File: src/dsadc_consts.vh
// constants for the dual slope converter control block
`ifndef DSADC_CONSTS_VH
`define DSADC_CONSTS_VH

// ***************************************************
// clock and timing
// ***************************************************
`define CLK_MHZ 100
`define TICK_DIV_RST 100
`define AZI_TIME_MS 100
`define IZ_TIME_US 500

// ***************************************************
// phase select codes, high bit then low bit
// ***************************************************
`define PH_AZ 2'h1
`define PH_INT 2'h2
`define PH_DEINT 2'h3
`define PH_IZ 2'h0

// ***************************************************
// result word layout
// ***************************************************
`define RES_W 18
`define RES_POL_BIT 17
`define RES_OVR_BIT 16
`define RES_CNT_W 16

// ***************************************************
// configuration word layout and reset values
// ***************************************************
`define CFG_W 16
`define CFG_INT_LSB 4
`define CFG_INT_W 12
`define CFG_RES_LSB 0
`define CFG_RES_W 4
`define CFG_INT_RST 12'h3E8
`define CFG_RES_RST 4'h0

`endif

File: src/dual_slope_adc_serial_adapter.v
// converter phase sequencer with result shift register and serial port
//
// Functional notes
// - a low level on CONV_TRIG_N starts a conversion.
// - each result is loaded with overrange and polarity bits into an 18 bit shift register.
// - the shift register holds until the host shifts it out or the next result overwrites it.
// - RESULT_READY_N goes low at the end of each cycle to mark a fresh result.
// - results carry magnitude bits plus a separate sign bit.
// - the host programs conversion rate and resolution through the serial port.
// - the block drives the phase selects and watches the comparator on its own.
// - result and configuration traffic uses the serial wires clock, data in and data out, framed by READ_N or LOAD_N; trigger and ready have their own pins.
// - after reset the converter is held in auto zero for 100 ms before conversions.
// - phase select codes are 01 auto zero, 10 integrate, 11 de-integrate, 00 integrator zero.
// - a falling edge on the comparator input ends de-integrate.
`timescale 1ns/1ps
`default_nettype none
`include "dsadc_consts.vh"

module dual_slope_adc_serial_adapter
#(
  parameter TICK_DIV = `TICK_DIV_RST,
  parameter PWRUP_CYCLES = `AZI_TIME_MS * `CLK_MHZ * 1000,
  parameter IZ_CYCLES = `IZ_TIME_US * `CLK_MHZ
)
(
  input wire CLK_SYS,
  input wire RESET,
  input wire CONV_TRIG_N,
  input wire ZERO_CROSS_IN,
  input wire SER_CLK,
  input wire SER_DIN,
  input wire READ_N,
  input wire LOAD_N,
  output wire SER_DOUT,
  output wire PHASE_A,
  output wire PHASE_B,
  output wire RESULT_READY_N
);

  localparam ST_PWRUP = 3'h0;
  localparam ST_AZ = 3'h1;
  localparam ST_INT = 3'h2;
  localparam ST_DEINT = 3'h3;
  localparam ST_IZ = 3'h4;
  localparam NSYNC = 6;

  // ***************************************************
  // pin synchronisers: three flops, accept when 2nd and 3rd agree
  // ***************************************************
  wire [NSYNC-1:0] pin_raw;
  wire [NSYNC-1:0] pin_r;
  wire [NSYNC-1:0] pin_d_r;
  assign pin_raw = {LOAD_N, READ_N, SER_DIN, SER_CLK, ZERO_CROSS_IN, CONV_TRIG_N};

  genvar gi;
  generate
    for (gi = 0; gi < NSYNC; gi = gi + 1)
    begin : g_sync
      reg s1_r;
      reg s2_r;
      reg s3_r;
      reg flt_r;
      reg flt_d_r;
      // chain plus agreement filter, one process per pin
      always @(posedge CLK_SYS)
      begin
        if (RESET)
        begin
          s1_r <= 1'b1;
          s2_r <= 1'b1;
          s3_r <= 1'b1;
          flt_r <= 1'b1;
          flt_d_r <= 1'b1;
        end
        else
        begin
          s1_r <= pin_raw[gi];
          s2_r <= s1_r;
          s3_r <= s2_r;
          if (s2_r == s3_r)
            flt_r <= s3_r;
          flt_d_r <= flt_r;
        end
      end
      // filtered level and its one-cycle delayed copy
      assign pin_r[gi] = flt_r;
      assign pin_d_r[gi] = flt_d_r;
    end
  endgenerate

  wire trig_low = ~pin_r[0];
  wire zc_lvl = pin_r[1];
  wire zc_fall = pin_d_r[1] & ~pin_r[1];
  wire sck_rise = ~pin_d_r[2] & pin_r[2];
  wire sck_fall = pin_d_r[2] & ~pin_r[2];
  wire din_lvl = pin_r[3];
  wire rd_act = ~pin_r[4];
  wire rd_start = pin_d_r[4] & ~pin_r[4];
  wire ld_act = ~pin_r[5];
  wire ld_end = ~pin_d_r[5] & pin_r[5];

  // ***************************************************
  // timebase tick divider
  // ***************************************************
  reg [15:0] div_r;
  wire tick = (div_r == 16'h0000);
  // one-cycle tick every TICK_DIV system clocks
  always @(posedge CLK_SYS)
  begin
    if (RESET || tick)
      div_r <= TICK_DIV[15:0] - 16'h0001;
    else
      div_r <= div_r - 16'h0001;
  end

  // ***************************************************
  // configuration shift-in: rate and resolution
  // ***************************************************
  reg [`CFG_W-1:0] cfg_sh_r;
  reg [`CFG_INT_W-1:0] int_ticks_r;
  reg [`CFG_RES_W-1:0] res_r;
  // bits shift in msb first on rising clock while load is low
  always @(posedge CLK_SYS)
  begin
    if (RESET)
    begin
      cfg_sh_r <= {`CFG_W{1'b0}};
      int_ticks_r <= `CFG_INT_RST;
      res_r <= `CFG_RES_RST;
    end
    else
    begin
      if (ld_act && sck_rise)
        cfg_sh_r <= {cfg_sh_r[`CFG_W-2:0], din_lvl};
      if (ld_end)
      begin
        int_ticks_r <= cfg_sh_r[`CFG_INT_LSB +: `CFG_INT_W];
        res_r <= cfg_sh_r[`CFG_RES_LSB +: `CFG_RES_W];
      end
    end
  end

  // full scale count from resolution; zero selects the widest count
  wire [`RES_CNT_W:0] full_scale = (res_r == 4'h0) ? 17'h10000 :
                                   ({{`RES_CNT_W{1'b0}}, 1'b1} << res_r);

  // ***************************************************
  // phase sequencer
  // ***************************************************
  reg [2:0] st_r;
  reg [2:0] st_nxt;
  reg [23:0] tmr_r;
  reg [`RES_CNT_W:0] cnt_r;
  reg pol_r;
  reg ovr_r; // de-integrate ended on full scale
  reg [1:0] phase_r;
  reg [1:0] phase_nxt;
  reg load_res;

  wire pwrup_done = (tmr_r == PWRUP_CYCLES[23:0] - 24'h000001);
  wire iz_done = (tmr_r == IZ_CYCLES[23:0] - 24'h000001);
  wire int_done = tick && (cnt_r[`CFG_INT_W-1:0] == int_ticks_r);
  wire deint_ovr = (cnt_r == full_scale);

  // next state and phase code
  always @*
  begin
    st_nxt = st_r;
    load_res = 1'b0;
    case (st_r)
      ST_PWRUP:
        if (pwrup_done)
          st_nxt = ST_AZ;
      ST_AZ:
        if (trig_low)
          st_nxt = ST_INT;
      ST_INT:
        if (int_done)
          st_nxt = ST_DEINT;
      ST_DEINT:
        if (zc_fall || deint_ovr)
          st_nxt = ST_IZ;
      ST_IZ:
        if (iz_done)
        begin
          st_nxt = ST_AZ;
          load_res = 1'b1;
        end
      default:
        st_nxt = ST_PWRUP;
    endcase
    case (st_nxt)
      ST_PWRUP: phase_nxt = `PH_AZ;
      ST_AZ: phase_nxt = `PH_AZ;
      ST_INT: phase_nxt = `PH_INT;
      ST_DEINT: phase_nxt = `PH_DEINT;
      ST_IZ: phase_nxt = `PH_IZ;
      default: phase_nxt = `PH_AZ;
    endcase
  end

  // state, timers and de-integrate counter
  always @(posedge CLK_SYS)
  begin
    if (RESET)
    begin
      st_r <= ST_PWRUP;
      phase_r <= `PH_AZ;
      tmr_r <= 24'h000000;
      cnt_r <= {(`RES_CNT_W+1){1'b0}};
      pol_r <= 1'b0;
      ovr_r <= 1'b0;
    end
    else
    begin
      st_r <= st_nxt;
      phase_r <= phase_nxt;
      if (st_nxt != st_r)
        tmr_r <= 24'h000000;
      else
        tmr_r <= tmr_r + 24'h000001;
      // count survives into integrator zero so the load there sees it
      if (st_nxt != st_r && st_nxt != ST_IZ)
        cnt_r <= {(`RES_CNT_W+1){1'b0}};
      else if (tick && (st_r == ST_INT || (st_r == ST_DEINT && !deint_ovr)))
        cnt_r <= cnt_r + {{`RES_CNT_W{1'b0}}, 1'b1};
      if (st_r == ST_DEINT && st_nxt == ST_IZ)
        ovr_r <= deint_ovr;
      if (st_r == ST_INT && st_nxt == ST_DEINT)
        pol_r <= zc_lvl; // comparator level gives input sign
    end
  end

  // ***************************************************
  // result shift register and ready flag
  // ***************************************************
  reg [`RES_W-1:0] res_sh_r;
  reg ready_n_r;
  // new result wins over a shift in the same cycle
  always @(posedge CLK_SYS)
  begin
    if (RESET)
    begin
      res_sh_r <= {`RES_W{1'b0}};
      ready_n_r <= 1'b1;
    end
    else
    begin
      if (load_res)
        res_sh_r <= {pol_r, ovr_r, cnt_r[`RES_CNT_W-1:0]};
      else if (rd_act && sck_fall)
        res_sh_r <= {res_sh_r[`RES_W-2:0], 1'b0};
      if (load_res)
        ready_n_r <= 1'b0;
      else if (rd_start || (st_r == ST_AZ && st_nxt == ST_INT))
        ready_n_r <= 1'b1;
    end
  end

  assign SER_DOUT = res_sh_r[`RES_W-1];
  assign PHASE_A = phase_r[1];
  assign PHASE_B = phase_r[0];
  assign RESULT_READY_N = ready_n_r;

endmodule
`default_nettype wire

File: config.mk
export PLATFORM = sky130hd
export DESIGN_NAME = dual_slope_adc_serial_adapter
export DESIGN_NICKNAME = d
export VERILOG_FILES = /design/src/dual_slope_adc_serial_adapter.v
export VERILOG_INCLUDE_DIRS = /design/src
export SDC_FILE = /design/constraint.sdc
export NUM_CORES = 1
export LEC_CHECK = 0
export BUFFER_PORTS_ARGS = -buffer_cell sky130_fd_sc_hd__buf_2
export CAP_MARGIN = 40
export CELL_PAD_IN_SITES_DETAIL_PLACEMENT = 0
export CELL_PAD_IN_SITES_GLOBAL_PLACEMENT = 1
export CORE_AREA = 2 2 138 140
export CTS_CLUSTER_DIAMETER = 200
export DETAILED_ROUTE_END_ITERATION = 8
export DIE_AREA = 0 0 140 142
export PLACE_DENSITY_LB_ADDON = 0.05
export SLEW_MARGIN = 20
export SYNTH_ARGS = -nofsm -noshare
export SYNTH_HDL_FRONTEND = slang
export SYNTH_SLANG_ARGS = --single-unit
File: constraint.sdc
create_clock -name CLK_SYS -period 3.1 [get_ports CLK_SYS]
set_input_delay 0.155 -clock CLK_SYS [delete_from_list [all_inputs] [get_ports CLK_SYS]]
set_output_delay 0.155 -clock CLK_SYS [all_outputs]
set_load 0.005 [all_outputs]
# Word-level counts from Yosys, hierarchy flattened

Cells that the tools add are included.

Output and inout bits: 4
Bits in registers: 143

Eq/ne operators: 19
Shifts and indexed selects: 1
Reductions and logical operators: 21
Mux-type cells: 14
Bitwise gates (word level): 11
$add $sub $neg: 3

Operators by type and width:

| kind                    | number |
|---|---|
| $mux W18                | 2 |
| $add A24 B1 Y24 const B | 1 |
| $eq A24 B16 Y1 const B  | 1 |
| $eq A24 B24 Y1 const B  | 1 |
| $add A17 B1 Y17 const B | 1 |
| $eq A17 B17 Y1          | 1 |
| $mux W17                | 1 |
| $shl A1 B4 Y17 const A  | 1 |
| $logic_not A16 Y1       | 1 |
| $sub A16 B1 Y16 const B | 1 |
| $mux W3                 | 5 |
| $pmux W3 S5             | 1 |
| $eq A12 B12 Y1          | 1 |
| $eq A3 B2 Y1 const B    | 4 |
| $logic_and A1 B1 Y1     | 9 |
| $eq A1 B1 Y1            | 6 |
| $eq A3 B3 Y1 const B    | 2 |
| $not A1 Y1              | 6 |
| $pmux W2 S3             | 1 |
| $and A1 B1 Y1           | 5 |
| $logic_not A4 Y1        | 1 |
| $logic_or A1 B1 Y1      | 4 |
| $mux W1                 | 4 |
| $reduce_bool A2 Y1      | 2 |
| 6 further kinds         | 7 |

# Longest topological paths before layout

Gate-level depths: netlist (run 1).

Depth after elaboration: 11
Mapped depth: 11
Depth with buffers taken out: 9

# Worst setup path after synthesis (run 1)

OpenSTA, ideal clock, no wires.

Kind: register to register
Start: register div_r[0]
End: register cnt_r[16]
Clock period less this slack: 2.547 ns
Buffers on the path: 2
Library setup time: 0.115 ns
Stages on the path, launching flop included: 12
Data arrival time: 2.431 ns
Path slack: 0.553 ns
Path through: dfxtp_1 inv_1 ha_1 or4b_4 buf_6 nor3_4 nand3_2 buf_6 or4_1 a21oi_2 xnor2_1 nor2_2

Word-level cells in the longest chain between the ends: 7

Ends and longest elaborated chain:

| what                       | line                                | text |
|---|---|---|
| from (decl)                | dual_slope_adc_serial_adapter.v:105 | `reg [15:0] div_r;` |
| from (signal assigned)     | dual_slope_adc_serial_adapter.v:111 | `div_r <= TICK_DIV[15:0] - 16'h0001;` |
| from (signal assigned)     | dual_slope_adc_serial_adapter.v:113 | `div_r <= div_r - 16'h0001;` |
| $logic_not A16 Y1 *        | dual_slope_adc_serial_adapter.v:106 | `wire tick = (div_r == 16'h0000);` |
| $logic_and A1 B1 Y1        | dual_slope_adc_serial_adapter.v:162 | `` wire int_done = tick && (cnt_r[`CFG_INT_W-1:0] == int_ticks_r); `` |
| $mux W3                    | dual_slope_adc_serial_adapter.v:178 | `if (int_done)` |
| $pmux W3 S5                | dual_slope_adc_serial_adapter.v:170 | `case (st_r)` |
| $ne A3 B3 Y1               | dual_slope_adc_serial_adapter.v:223 | `if (st_nxt != st_r && st_nxt != ST_IZ)` |
| $logic_and A1 B1 Y1        | dual_slope_adc_serial_adapter.v:223 |  |
| $reduce_or A2 Y1 (no line) | -                                   |  |
| to (signal assigned)       | dual_slope_adc_serial_adapter.v:210 | `` cnt_r <= {(`RES_CNT_W+1){1'b0}}; `` |
| to (signal assigned)       | dual_slope_adc_serial_adapter.v:224 | `` cnt_r <= {(`RES_CNT_W+1){1'b0}}; `` |
| to (signal assigned)       | dual_slope_adc_serial_adapter.v:226 | `` cnt_r <= cnt_r + {{`RES_CNT_W{1'b0}}, 1'b1}; `` |
| to (decl)                  | dual_slope_adc_serial_adapter.v:153 | `` reg [`RES_CNT_W:0] cnt_r; `` |

Mark *: on every way between the ends. The rest lies on a longest branch, timed or not.
A chain may end at the register's enable or synchronous reset.

# Worst setup path after layout (run 1)

Start: register res_r[3]
End: register cnt_r[2]

Word-level cells in the longest chain between the ends: 9

Ends and longest elaborated chain:

| what                                               | line                                                                     | text |
|---|---|---|
| from (decl)                                        | dual_slope_adc_serial_adapter.v:121                                      | `` reg [`CFG_RES_W-1:0] res_r; `` |
| from (signal assigned)                             | dual_slope_adc_serial_adapter.v:129                                      | `` res_r <= `CFG_RES_RST; `` |
| from (signal assigned)                             | dual_slope_adc_serial_adapter.v:138                                      | `` res_r <= cfg_sh_r[`CFG_RES_LSB +: `CFG_RES_W]; `` |
| $logic_not A4 Y1 or $shl A1 B4 Y17 (tied branches) | dual_slope_adc_serial_adapter.v:144, dual_slope_adc_serial_adapter.v:145 |  |
| $mux W17 *                                         | dual_slope_adc_serial_adapter.v:144                                      | `` wire [`RES_CNT_W:0] full_scale = (res_r == 4'h0) ? 17'h10000 : `` |
| $eq A17 B17 Y1 *                                   | dual_slope_adc_serial_adapter.v:163                                      | `wire deint_ovr = (cnt_r == full_scale);` |
| $logic_or A1 B1 Y1                                 | dual_slope_adc_serial_adapter.v:181                                      | `if (zc_fall \|\| deint_ovr)` |
| $mux W3                                            | dual_slope_adc_serial_adapter.v:181                                      |  |
| $pmux W3 S5                                        | dual_slope_adc_serial_adapter.v:170                                      |  |
| $ne A3 B3 Y1                                       | dual_slope_adc_serial_adapter.v:223                                      |  |
| $logic_and A1 B1 Y1                                | dual_slope_adc_serial_adapter.v:223                                      |  |
| $reduce_or A2 Y1 (no line)                         | -                                                                        |  |

Marked as above.

==> results by group, run 1 <==
Synth
  – Asr flop ratio synth: 0
  – Yosys cell types: 67
  – Post-synthesis sequential area ratio: 0.451
  – Post-synthesis adder-cell area fraction: 0.00591
  – Syn Area/Cell: 8.56 um2
  – Synth warn: 0
  – Area contributors post-synth: dfxtp_1 (45%), nor2_1 (6.3%), nand2_1 (5.7%), a21oi_1 (4.7%), xnor2_1 (4.4%)
  – Area leader, netlist: dfxtp_1
  – Synth Instances: 742
  – Largest family of logic cells by synthesized area: simple AND/OR/NAND/NOR gates
  – Compound-Gate Fraction of Synth Area: 0.108
  – Xor and xnor area share after synthesis: 0.0828
  – Top cell type's share of synthesized area: 0.451
  – Syn Nets: 753
  – Mux contribution to synthesized area: 0.0288
  – Cell Area, Synth: 6350 um2
  – #FFs+latches synth: 143
  – Primary FF master, synth: dfxtp_1
  – Simple-Gate Fraction of Synth Area: 0.274
  – EDFF count, synth: 0

Clock network
  – Max Buffers Root-to-Sink: 2
  – CTS tree: built
  – Worst-Skew Late Latency: 0.42 ns
  – Clk root buf: clkbuf_16
  – Clk sinks: 143
  – Post-CTS Hold Buffers: 6
  – Post-CTS Setup Bufs: 0
  – Cts bufs inserted: 17
  – Clock transition at path regs: 0.07 ns
  – CTS resizes: 0
  – H-tree Lvls: 4

Global routing
  – Grt ovf: 0
  – First-pass GRT wire length: 24.2 mm
  – Initial antenna violation count: 0
  – Global Route Usage Sum: 0.153
  – Number of global-route vias before repair: 4,709
  – Largest net degree at the start of global routing: 74

Routing
  – Vias: 4,937
  – DR vias/cell: 4.98
  – Routed Antenna Nets: 0
  – DRC: 0
  – Routed wire length per instance: 14.5 um
  – Router iterations before antenna repair: 6
  – DRT Wirelength: 14.4 mm
  – Number of DRC markers in iteration 0: 240

STA
  – Relative max-transition margin: 0.522
  – Min cycle time layout: 2.77 ns
  – RSZ-0062 raised after global routing: false
  – Fin crit share: 0.893
  – Worst slew pin tran: 0.717 ns
  – Max Clock Freq: 361 MHz
  – WHS: 0.319 ns
  – Setup TNS: 0 ns
  – Final hold violations: 0
  – Final setup violation count: 0
  – Final slew viol count: 0
  – Clock Skews: 0.00972 ns
  – Final setup margin: 0.333 ns

Worst setup path
  – Worst setup path class: register to register
  – WP data required: 3.45 ns
  – CP cell instances: nor4bb_1 > nor4_1 > o32ai_1 > nor4_4 > buf_4 > o21a_1 > o31ai_4 > buf_4 > a21oi_1
  – Critical Path Start Type: register
  – Setup crit end kind: register
  – CP bufs+invs: 2
  – CP delay by family, top: simple AND/OR/NAND/NOR gates
  – Critical path arrival: 3.12 ns
  – CP max stage delay: 0.76 ns
  – Most frequent cell on the critical path: buf_4
  – Slowest-stage cell, CP: dfxtp_1
  – Critical path fanouts, max: 21

Place
  – Dpl cells: 953
  – Placer congestion estimate: 0.874
  – IO Port Bufs: 11
  – Placed Area: 6540 um2
  – Post-place setup slack: 0.354 ns
  – Detailed-placement wirelength estimate: 9.75 mm

Final layout
  – Commonest non-fill, non-tap cell in the layout: dfxtp_1
  – Share of cells above drive strength 1: 0.132
  – Filler cells: 1,855
  – Layout net count: 755
  – Fin util: 0.391
  – Post-route cell area: 7220 um2
  – Non-filler cells, final: 991
  – N_diodes: 0
  – P&R area growth vs syn: 13.7%
  – Most frequent cells in the layout: dfxtp_1 (143), nor2_1 (107), nand2_1 (97)

Floorplanning
  – FP Rows: 50
  – Die Y-Extent: 142 um
  – # IOs: 12
  – Die Area: 19,900 um2
  – Core footprint: 18,500 um2
  – Die W: 140 um
  – Initial Util: 0.344

Hold path
  – Hold Crit Class: input pin to register

Power
  – Pwr Total: 4.07 mW
  – Power Density: 564 nW/um2
  – VDD IR max: 0.000362 V
  – Pleak: 2.51 nW

Outcome
  – Status: finished clean

Run
  – Max-cap violations: 0
[worst paths after layout]
| kind | startpoint | endpoint | slack, ns | depth (start not counted) |
|---|---|---|---|---|
| worst max-delay path | res_r[3] | cnt_r[2] | 0.33 | 9 |
| worst min-delay path | RESET | g_sync[4].flt_d_r | 0.32 | 3 |
| worst max register to register | res_r[3] | cnt_r[2] | 0.33 | 9 |
| worst min register to register | div_r[0] | div_r[0] | 0.41 | 1 |
[where the power goes]
part / internal, mW / switching (mW) / leakage (nW)
Sequential: 1.86 / 0.0117 / 1.16
Clock: 1.23 / 0.896 / 0.304
Combinational: 0.0292 / 0.0448 / 1.05
Total: 3.12 / 0.952 / 2.51
[worst min-delay path: cells and delay by family]
family | cells | cell delay, ns
simple gates | 1 | 0.09
buf+inv | 2 | 0.44
[layout make-up]
cell class                      count  area, um2  area share
Sequential cell                   143       2860       0.397
Multi-Input combinational cell    538       3180       0.441
Timing Repair Buffer               30        213      0.0295
Clock buffer                       17        425      0.0590
Inverter                           14       52.6     0.00728
Tap cell                          234        293      0.0406
Clock inverter                     15        188      0.0260
[cells by family (layout without fill, tap and decap cells)]
group	Yosys count	in the layout
AO/OA/AOI/OAI	109	109
XOR/XNOR	60	60
adder cells (fa/ha/maj)	3	3
buffers and inverters	61	76
flip-flops	143	143
multiplexers	18	18
AND/OR/NAND/NOR	348	348
[registers in the layout (all words and copies together), names as in the netlist]
name and flops:
RESULT_READY_N 1, cfg_sh_r 16, cnt_r 17, din_lvl 1, div_r 16, g_sync.flt_d_r 4, g_sync.flt_r 5, g_sync.s1_r 6
g_sync.s2_r 6, g_sync.s3_r 6, int_ticks_r 12, ovr_r 1, phase_r 2, pol_r 1, res_r 4, res_sh_r 18
st_r 3, tmr_r 24
[cells in the mapped netlist (4+ instances only)]
library cell  instances
a211oi_1              7
a21oi_1              60
and3_1                7
buf_2                 8
buf_6                 6
clkbuf_1             30
dfxtp_1             143
inv_1                13
mux2i_1              16
nand2_1              97
nand2b_1              5
nand3_1              21
nand4_1              13
nor2_1              107
nor2b_1               6
nor3_1               10
nor3b_1               5
nor4_1               13
nor4bb_1              4
o21ai_0              12
o32ai_1               7
or2_2                22
or3_1                 5
or4_1                 6
xnor2_1              32
xor2_1               28
[layer usage]
metal,routed length (um),GRT usage
met4,218,0.0585
met2,6430,0.244
met5,0,0
met3,604,0.0336
met1,7170,0.205
(Power assumes the default switching activity.)
==> inputs of run 2 (changes only) <==
--- a/config.mk
+++ b/config.mk
@@ -14,6 +14,7 @@
 export CTS_CLUSTER_DIAMETER = 200
 export DETAILED_ROUTE_END_ITERATION = 8
 export DIE_AREA = 0 0 140 142
+export GPL_TIMING_DRIVEN = 0
 export PLACE_DENSITY_LB_ADDON = 0.05
 export SLEW_MARGIN = 20
 export SYNTH_ARGS = -nofsm -noshare
==> run 2 against run 1 <==
Power decreased by 1.4%. Setup slack lost 0.063 ns. Register-to-register slack lost 0.06 ns. Global-route usage up 0.76 points. Clock-buffer cell count did not move. Maximum frequency down 2.2%. Final cell count grew 3.7%. Via count grew 1.7%. Combinational power up 12%. Sequential power barely moved. Clock power decreased by 3%. Clock skew increased by 0.0011 ns. Highest routed layer unchanged.
==> results by group, run 2 (same netlist as run 1, synthesis figures left out) <==
Global routing
  – Global-route track usage on met3: 0.0343
  – Initial antenna violation count: 0
  – Busiest grt layer: met2
  – Grt ovf: 0
  – GR Layer Usage met1: 0.219
  – First-pass GRT wire length: 25.5 mm
  – Global routing usage on met2: 0.260
  – Global Route Usage Sum: 0.161
  – Number of global-route vias before repair: 4,897
  – Largest net degree at the start of global routing: 17

Power
  – Pwr Total: 4.01 mW
  – VDD IR max: 0.000354 V
  – Power Density: 544 nW/um2
  – Pleak: 2.59 nW

STA
  – Fin crit share: 0.913
  – WHS: 0.225 ns
  – Min cycle time layout: 2.83 ns
  – Worst slew pin tran: 0.759 ns
  – RSZ-0062 raised after global routing: false
  – Clock Skews: 0.0108 ns
  – Setup TNS: 0 ns
  – Final slew viol count: 0
  – Relative max-transition margin: 0.493
  – Max Clock Freq: 353 MHz
  – Final hold violations: 0
  – Final setup violation count: 0

Place
  – IO Port Bufs: 11
  – Dpl cells: 988
  – Placer congestion estimate: 0.784
  – Detailed-placement wirelength estimate: 10.9 mm

Routing
  – DRC: 0
  – Routed wire length per instance: 14.6 um
  – DRT Wirelength: 15.0 mm
  – DR vias/cell: 4.88
  – Routed Antenna Nets: 0
  – Number of DRC markers in iteration 0: 274
  – Vias: 5,021
  – Router iterations before antenna repair: 8

Worst setup path
  – Reg2reg setup slack: 0.27 ns
  – Worst R2R End: cnt_r[12]
  – Critical path fanouts, max: 10
  – Critical Path End: cnt_r[12]
  – Worst r2r path cells: 9
  – Worst r2r src: cnt_r[7]
  – Worst setup path startpoint: cnt_r[7]
  – Setup crit end kind: register
  – Worst setup path class: register to register
  – Critical Path Start Type: register
  – Critical path arrival: 3.15 ns
  – WP data required: 3.42 ns

Clock network
  – Clk sinks: 143
  – Max Buffers Root-to-Sink: 2
  – Worst-Skew Late Latency: 0.43 ns
  – H-tree Lvls: 4
  – Clk root buf: clkbuf_16
  – Clock transition at path regs: 0.07 ns
  – CTS tree: built
  – Cts bufs inserted: 17

Floorplanning
  – Die Y-Extent: 142 um
  – FP Rows: 50
  – # IOs: 12
  – Initial Util: 0.344
  – Core footprint: 18,500 um2
  – Die Area: 19,900 um2
  – Die W: 140 um

Final layout
  – Share of cells above drive strength 1: 0.134
  – Biggest regs: tmr_r x24, res_sh_r x18, cnt_r x17
  – P&R area growth vs syn: 16.1%
  – Biggest register: tmr_r
  – Most frequent cells in the layout: dfxtp_1 (143), nor2_1 (107), nand2_1 (97)
  – Non-filler cells, final: 1,028
  – Fin util: 0.399
  – Commonest non-fill, non-tap cell in the layout: dfxtp_1
  – Layout net count: 792
  – N_diodes: 0
  – Largest register FFs: 24

Hold path
  – Hold Crit Class: input pin to register

Run
  – Max-cap violations: 0

Outcome
  – Status: finished clean
[run 2: layer usage]
| layer | up-vias | part of all wire |
|---|---|---|
| met5 | - | 0 |
| met4 | 0 | 0.011 |
| met3 | 12 | 0.030 |
| met2 | 67 | 0.46 |
| met1 | 2326 | 0.50 |
| li1 | 2616 | - |
[run 2: final cells by class]
| cell class | instances | area (um2) |
|---|---|---|
| fill | 1896 | 11100 |
| multi-input combinational | 538 | 3170 |
| sequential | 143 | 2860 |
| clock buffer | 17 | 425 |
| tap | 234 | 293 |
| buffer | 47 | 263 |
| clock inverter | 15 | 169 |
| timing repair buffer | 20 | 135 |
| inverter | 14 | 52.6 |
[run 2: worst min path at each step]
stage	from	cells after the start	slack (ns)	to
2_1_floorplan	CONV_TRIG_N	1	0.26	g_sync[0].s1_r
3_3_place_gp	SER_CLK	2	0.34	g_sync[2].s1_r
3_5_place_dp	CONV_TRIG_N	2	0.34	g_sync[0].s1_r
4_1_cts	RESET	3	0.23	g_sync[2].flt_r
5_1_grt	RESET	3	0.27	g_sync[2].flt_r
6_report	RESET	3	0.23	g_sync[2].flt_r
[run 2: what timing repair did]
item | CTS | global route
setup buffers | 0 | 2
setup endpoints to repair | 0 | 10
endpoints found under the hold margin | 6 | 0
hold buffers | 6 | 0
gates resized for setup | 0 | 2
[run 2: through the flow]
step	worst slack [ns]	area, um2
2_1_floorplan	0.553	6350
3_3_place_gp	0.168	6700
3_5_place_dp	0.166	6700
4_1_cts	0.139	7360
5_1_grt	0.0326	7370
6_report	0.269	7370
[run 2: critical path, stage by stage (launching register included)]
cell and delay (ns):
dfxtp_1 0.31, clkbuf_1 0.38, or4bb_1 0.43, o32ai_1 0.14, o32ai_1 0.18, nor4_4 0.50
o22ai_1 0.18, o31ai_4 0.35, buf_6 0.20, nor2_1 0.05
[run 2: where the power goes]
group          switching (mW)  internal (mW)  leakage [nW]  total (mW)
Clock                   0.910           1.15         0.295        2.06
Combinational          0.0492         0.0339          1.13      0.0831
Sequential             0.0117           1.86          1.16        1.87
==> inputs of run 3 (changes only) <==
--- a/config.mk
+++ b/config.mk
@@ -10,10 +10,10 @@
 export CAP_MARGIN = 40
 export CELL_PAD_IN_SITES_DETAIL_PLACEMENT = 0
 export CELL_PAD_IN_SITES_GLOBAL_PLACEMENT = 1
-export CORE_AREA = 2 2 138 140
+export CORE_AREA = 2 2 117 165
 export CTS_CLUSTER_DIAMETER = 200
 export DETAILED_ROUTE_END_ITERATION = 8
-export DIE_AREA = 0 0 140 142
+export DIE_AREA = 0 0 119 167
 export GPL_TIMING_DRIVEN = 0
 export PLACE_DENSITY_LB_ADDON = 0.05
 export SLEW_MARGIN = 20
==> run 3 against run 2 <==
Via count is 2.2% higher. Global-route usage grew 0.40 points. Worst hold slack got worse by 0.0014 ns. Design area grew 0.36%. Non-clock buffer count is 2 lower. Power rose by 1.4%. Critical path type unchanged. Critical endpoint is now cnt_r[11]. Largest cell class unchanged. Largest power group unchanged.
==> results by group, run 3 (same netlist as run 1, synthesis figures left out) <==
Clock network
  – Cts bufs inserted: 17
  – Worst-Skew Late Latency: 0.42 ns
  – Clk root buf: clkbuf_16
  – Clk sinks: 143
  – H-tree Lvls: 4
  – Clock transition at path regs: 0.06 ns
  – Max Buffers Root-to-Sink: 2
  – CTS tree: built

Power
  – Pwr Total: 4.07 mW
  – VDD IR max: 0.000328 V
  – Power Density: 550 nW/um2
  – Pleak: 2.58 nW

Routing
  – Routed wire length per instance: 15.1 um
  – Vias: 5,133
  – DRT Wirelength: 15.6 mm
  – Routed Antenna Nets: 0
  – DRC: 0
  – Router iterations before antenna repair: 5
  – Number of DRC markers in iteration 0: 239
  – DR vias/cell: 4.95

Final layout
  – Fin util: 0.402
  – Largest register FFs: 24
  – Layout net count: 790
  – Biggest register: tmr_r
  – Multi-input logic area: 3170 um2
  – Register area: 2860 um2
  – Filler cells: 1,876
  – P&R area growth vs syn: 16.5%
  – Biggest regs: tmr_r x24, res_sh_r x18, cnt_r x17
  – Most frequent cells in the layout: dfxtp_1 (142), nor2_1 (107), nand2_1 (97)
  – N_diodes: 0
  – Commonest non-fill, non-tap cell in the layout: dfxtp_1
  – Share of cells above drive strength 1: 0.133

Worst setup path
  – Worst setup path class: register to register
  – Critical Path Start Type: register
  – WP data required: 3.41 ns
  – Critical path arrival: 3.18 ns
  – Critical path fanouts, max: 10
  – Setup crit end kind: register

STA
  – Fin crit share: 0.927
  – Max Clock Freq: 348 MHz
  – Relative max-transition margin: 0.556
  – Min cycle time layout: 2.87 ns
  – Final slew viol count: 0
  – Setup TNS: 0 ns
  – Final setup violation count: 0
  – RSZ-0062 raised after global routing: false
  – Clock Skews: 0.00979 ns
  – Worst slew pin tran: 0.667 ns
  – Final hold violations: 0

Hold path
  – Hold Crit Class: input pin to register

Outcome
  – Status: finished clean

Global routing
  – First-pass GRT wire length: 26.1 mm
  – Number of global-route vias before repair: 5,136
  – Global Route Usage Sum: 0.165
  – Initial antenna violation count: 0
  – Grt ovf: 0
  – Largest net degree at the start of global routing: 17

Floorplanning
  – FP Rows: 59
  – Die W: 119 um
  – Core footprint: 18,400 um2
  – Die Y-Extent: 167 um
  – # IOs: 12
  – Die Area: 19,900 um2
  – Initial Util: 0.345

Run
  – Max-cap violations: 0

Place
  – IO Port Bufs: 11
  – Placer congestion estimate: 0.779
  – Detailed-placement wirelength estimate: 11.5 mm
## run 3: cell types whose count changed in the layout (fill, tap and decap cells not counted), sizes merged
| cell | delta |
|---|---|
| clkinv | -1 |
| bufinv | +2 |
| clkinvlp | +2 |
| clkbuf | +1 |
| buf | +1 |
| inv | -7 |
## run 3: final cells by class
class,instances,area share
Clock buffer,21,0.0622
Buffer,44,0.0338
Timing Repair Buffer,21,0.0189
Sequential cell,143,0.387
Tap cell,244,0.0413
Inverter,14,0.00710
Multi-Input combinational cell,538,0.429
Clock inverter,11,0.0208
## run 3: worst paths after layout
kind / from / end / slack [ns] / depth (start not counted)
max reg2reg: res_r[2] / cnt_r[11] / 0.23 / 11
min reg2reg: div_r[0] / div_r[0] / 0.40 / 1
min: RESET / RESULT_READY_N / 0.22 / 3
max: res_r[2] / cnt_r[11] / 0.23 / 11
## run 3: metrics by stage
step,setup slack [ns],hold WS [ns],instance area [um2],std cells
floorplan,0.553,0.259,6350,742
global placement,0.117,0.341,6710,997
detailed placement,0.0345,0.341,6710,998
CTS,0.00924,0.219,7390,1036
global route,0.00219,0.262,7400,1036
finish,0.227,0.224,7400,1036
## run 3: layer usage
| layer | global-route usage | up-vias | wire, um |
|---|---|---|---|
| li1 | - | 2608 | - |
| met1 | 0.192 | 2467 | 7060 |
| met2 | 0.300 | 46 | 8060 |
| met4 | 0.0569 | 0 | 191 |
| met3 | 0.0312 | 12 | 298 |
| met5 | 0 | - | 0 |
## run 3: timing repair
item                                   4_1_cts  5_1_grt
buffers inserted                             0        2
resized for setup                            0        1
endpoints found under the hold margin        6        0
setup endpoints to repair                    0       35
hold buffers                                 6        0
## run 3: power breakdown
| part | switching [mW] | leakage (nW) | internal, mW | total, mW |
|---|---|---|---|---|
| logic | 0.0503 | 1.13 | 0.0343 | 0.0846 |
| clock network | 0.796 | 0.294 | 1.32 | 2.11 |
| registers | 0.0120 | 1.16 | 1.86 | 1.87 |
| total | 0.858 | 2.58 | 3.21 | 4.07 |
## run 3: worst max-delay path, cell delays in order (launching register included)
cell	delay, ns
dfxtp_1	0.36
buf_2	0.23
buf_2	0.27
inv_1	0.06
o32ai_1	0.26
nand4_1	0.20
nor4_4	0.53
o22ai_1	0.19
o31ai_4	0.24
buf_4	0.20
buf_6	0.16
nor2_1	0.06
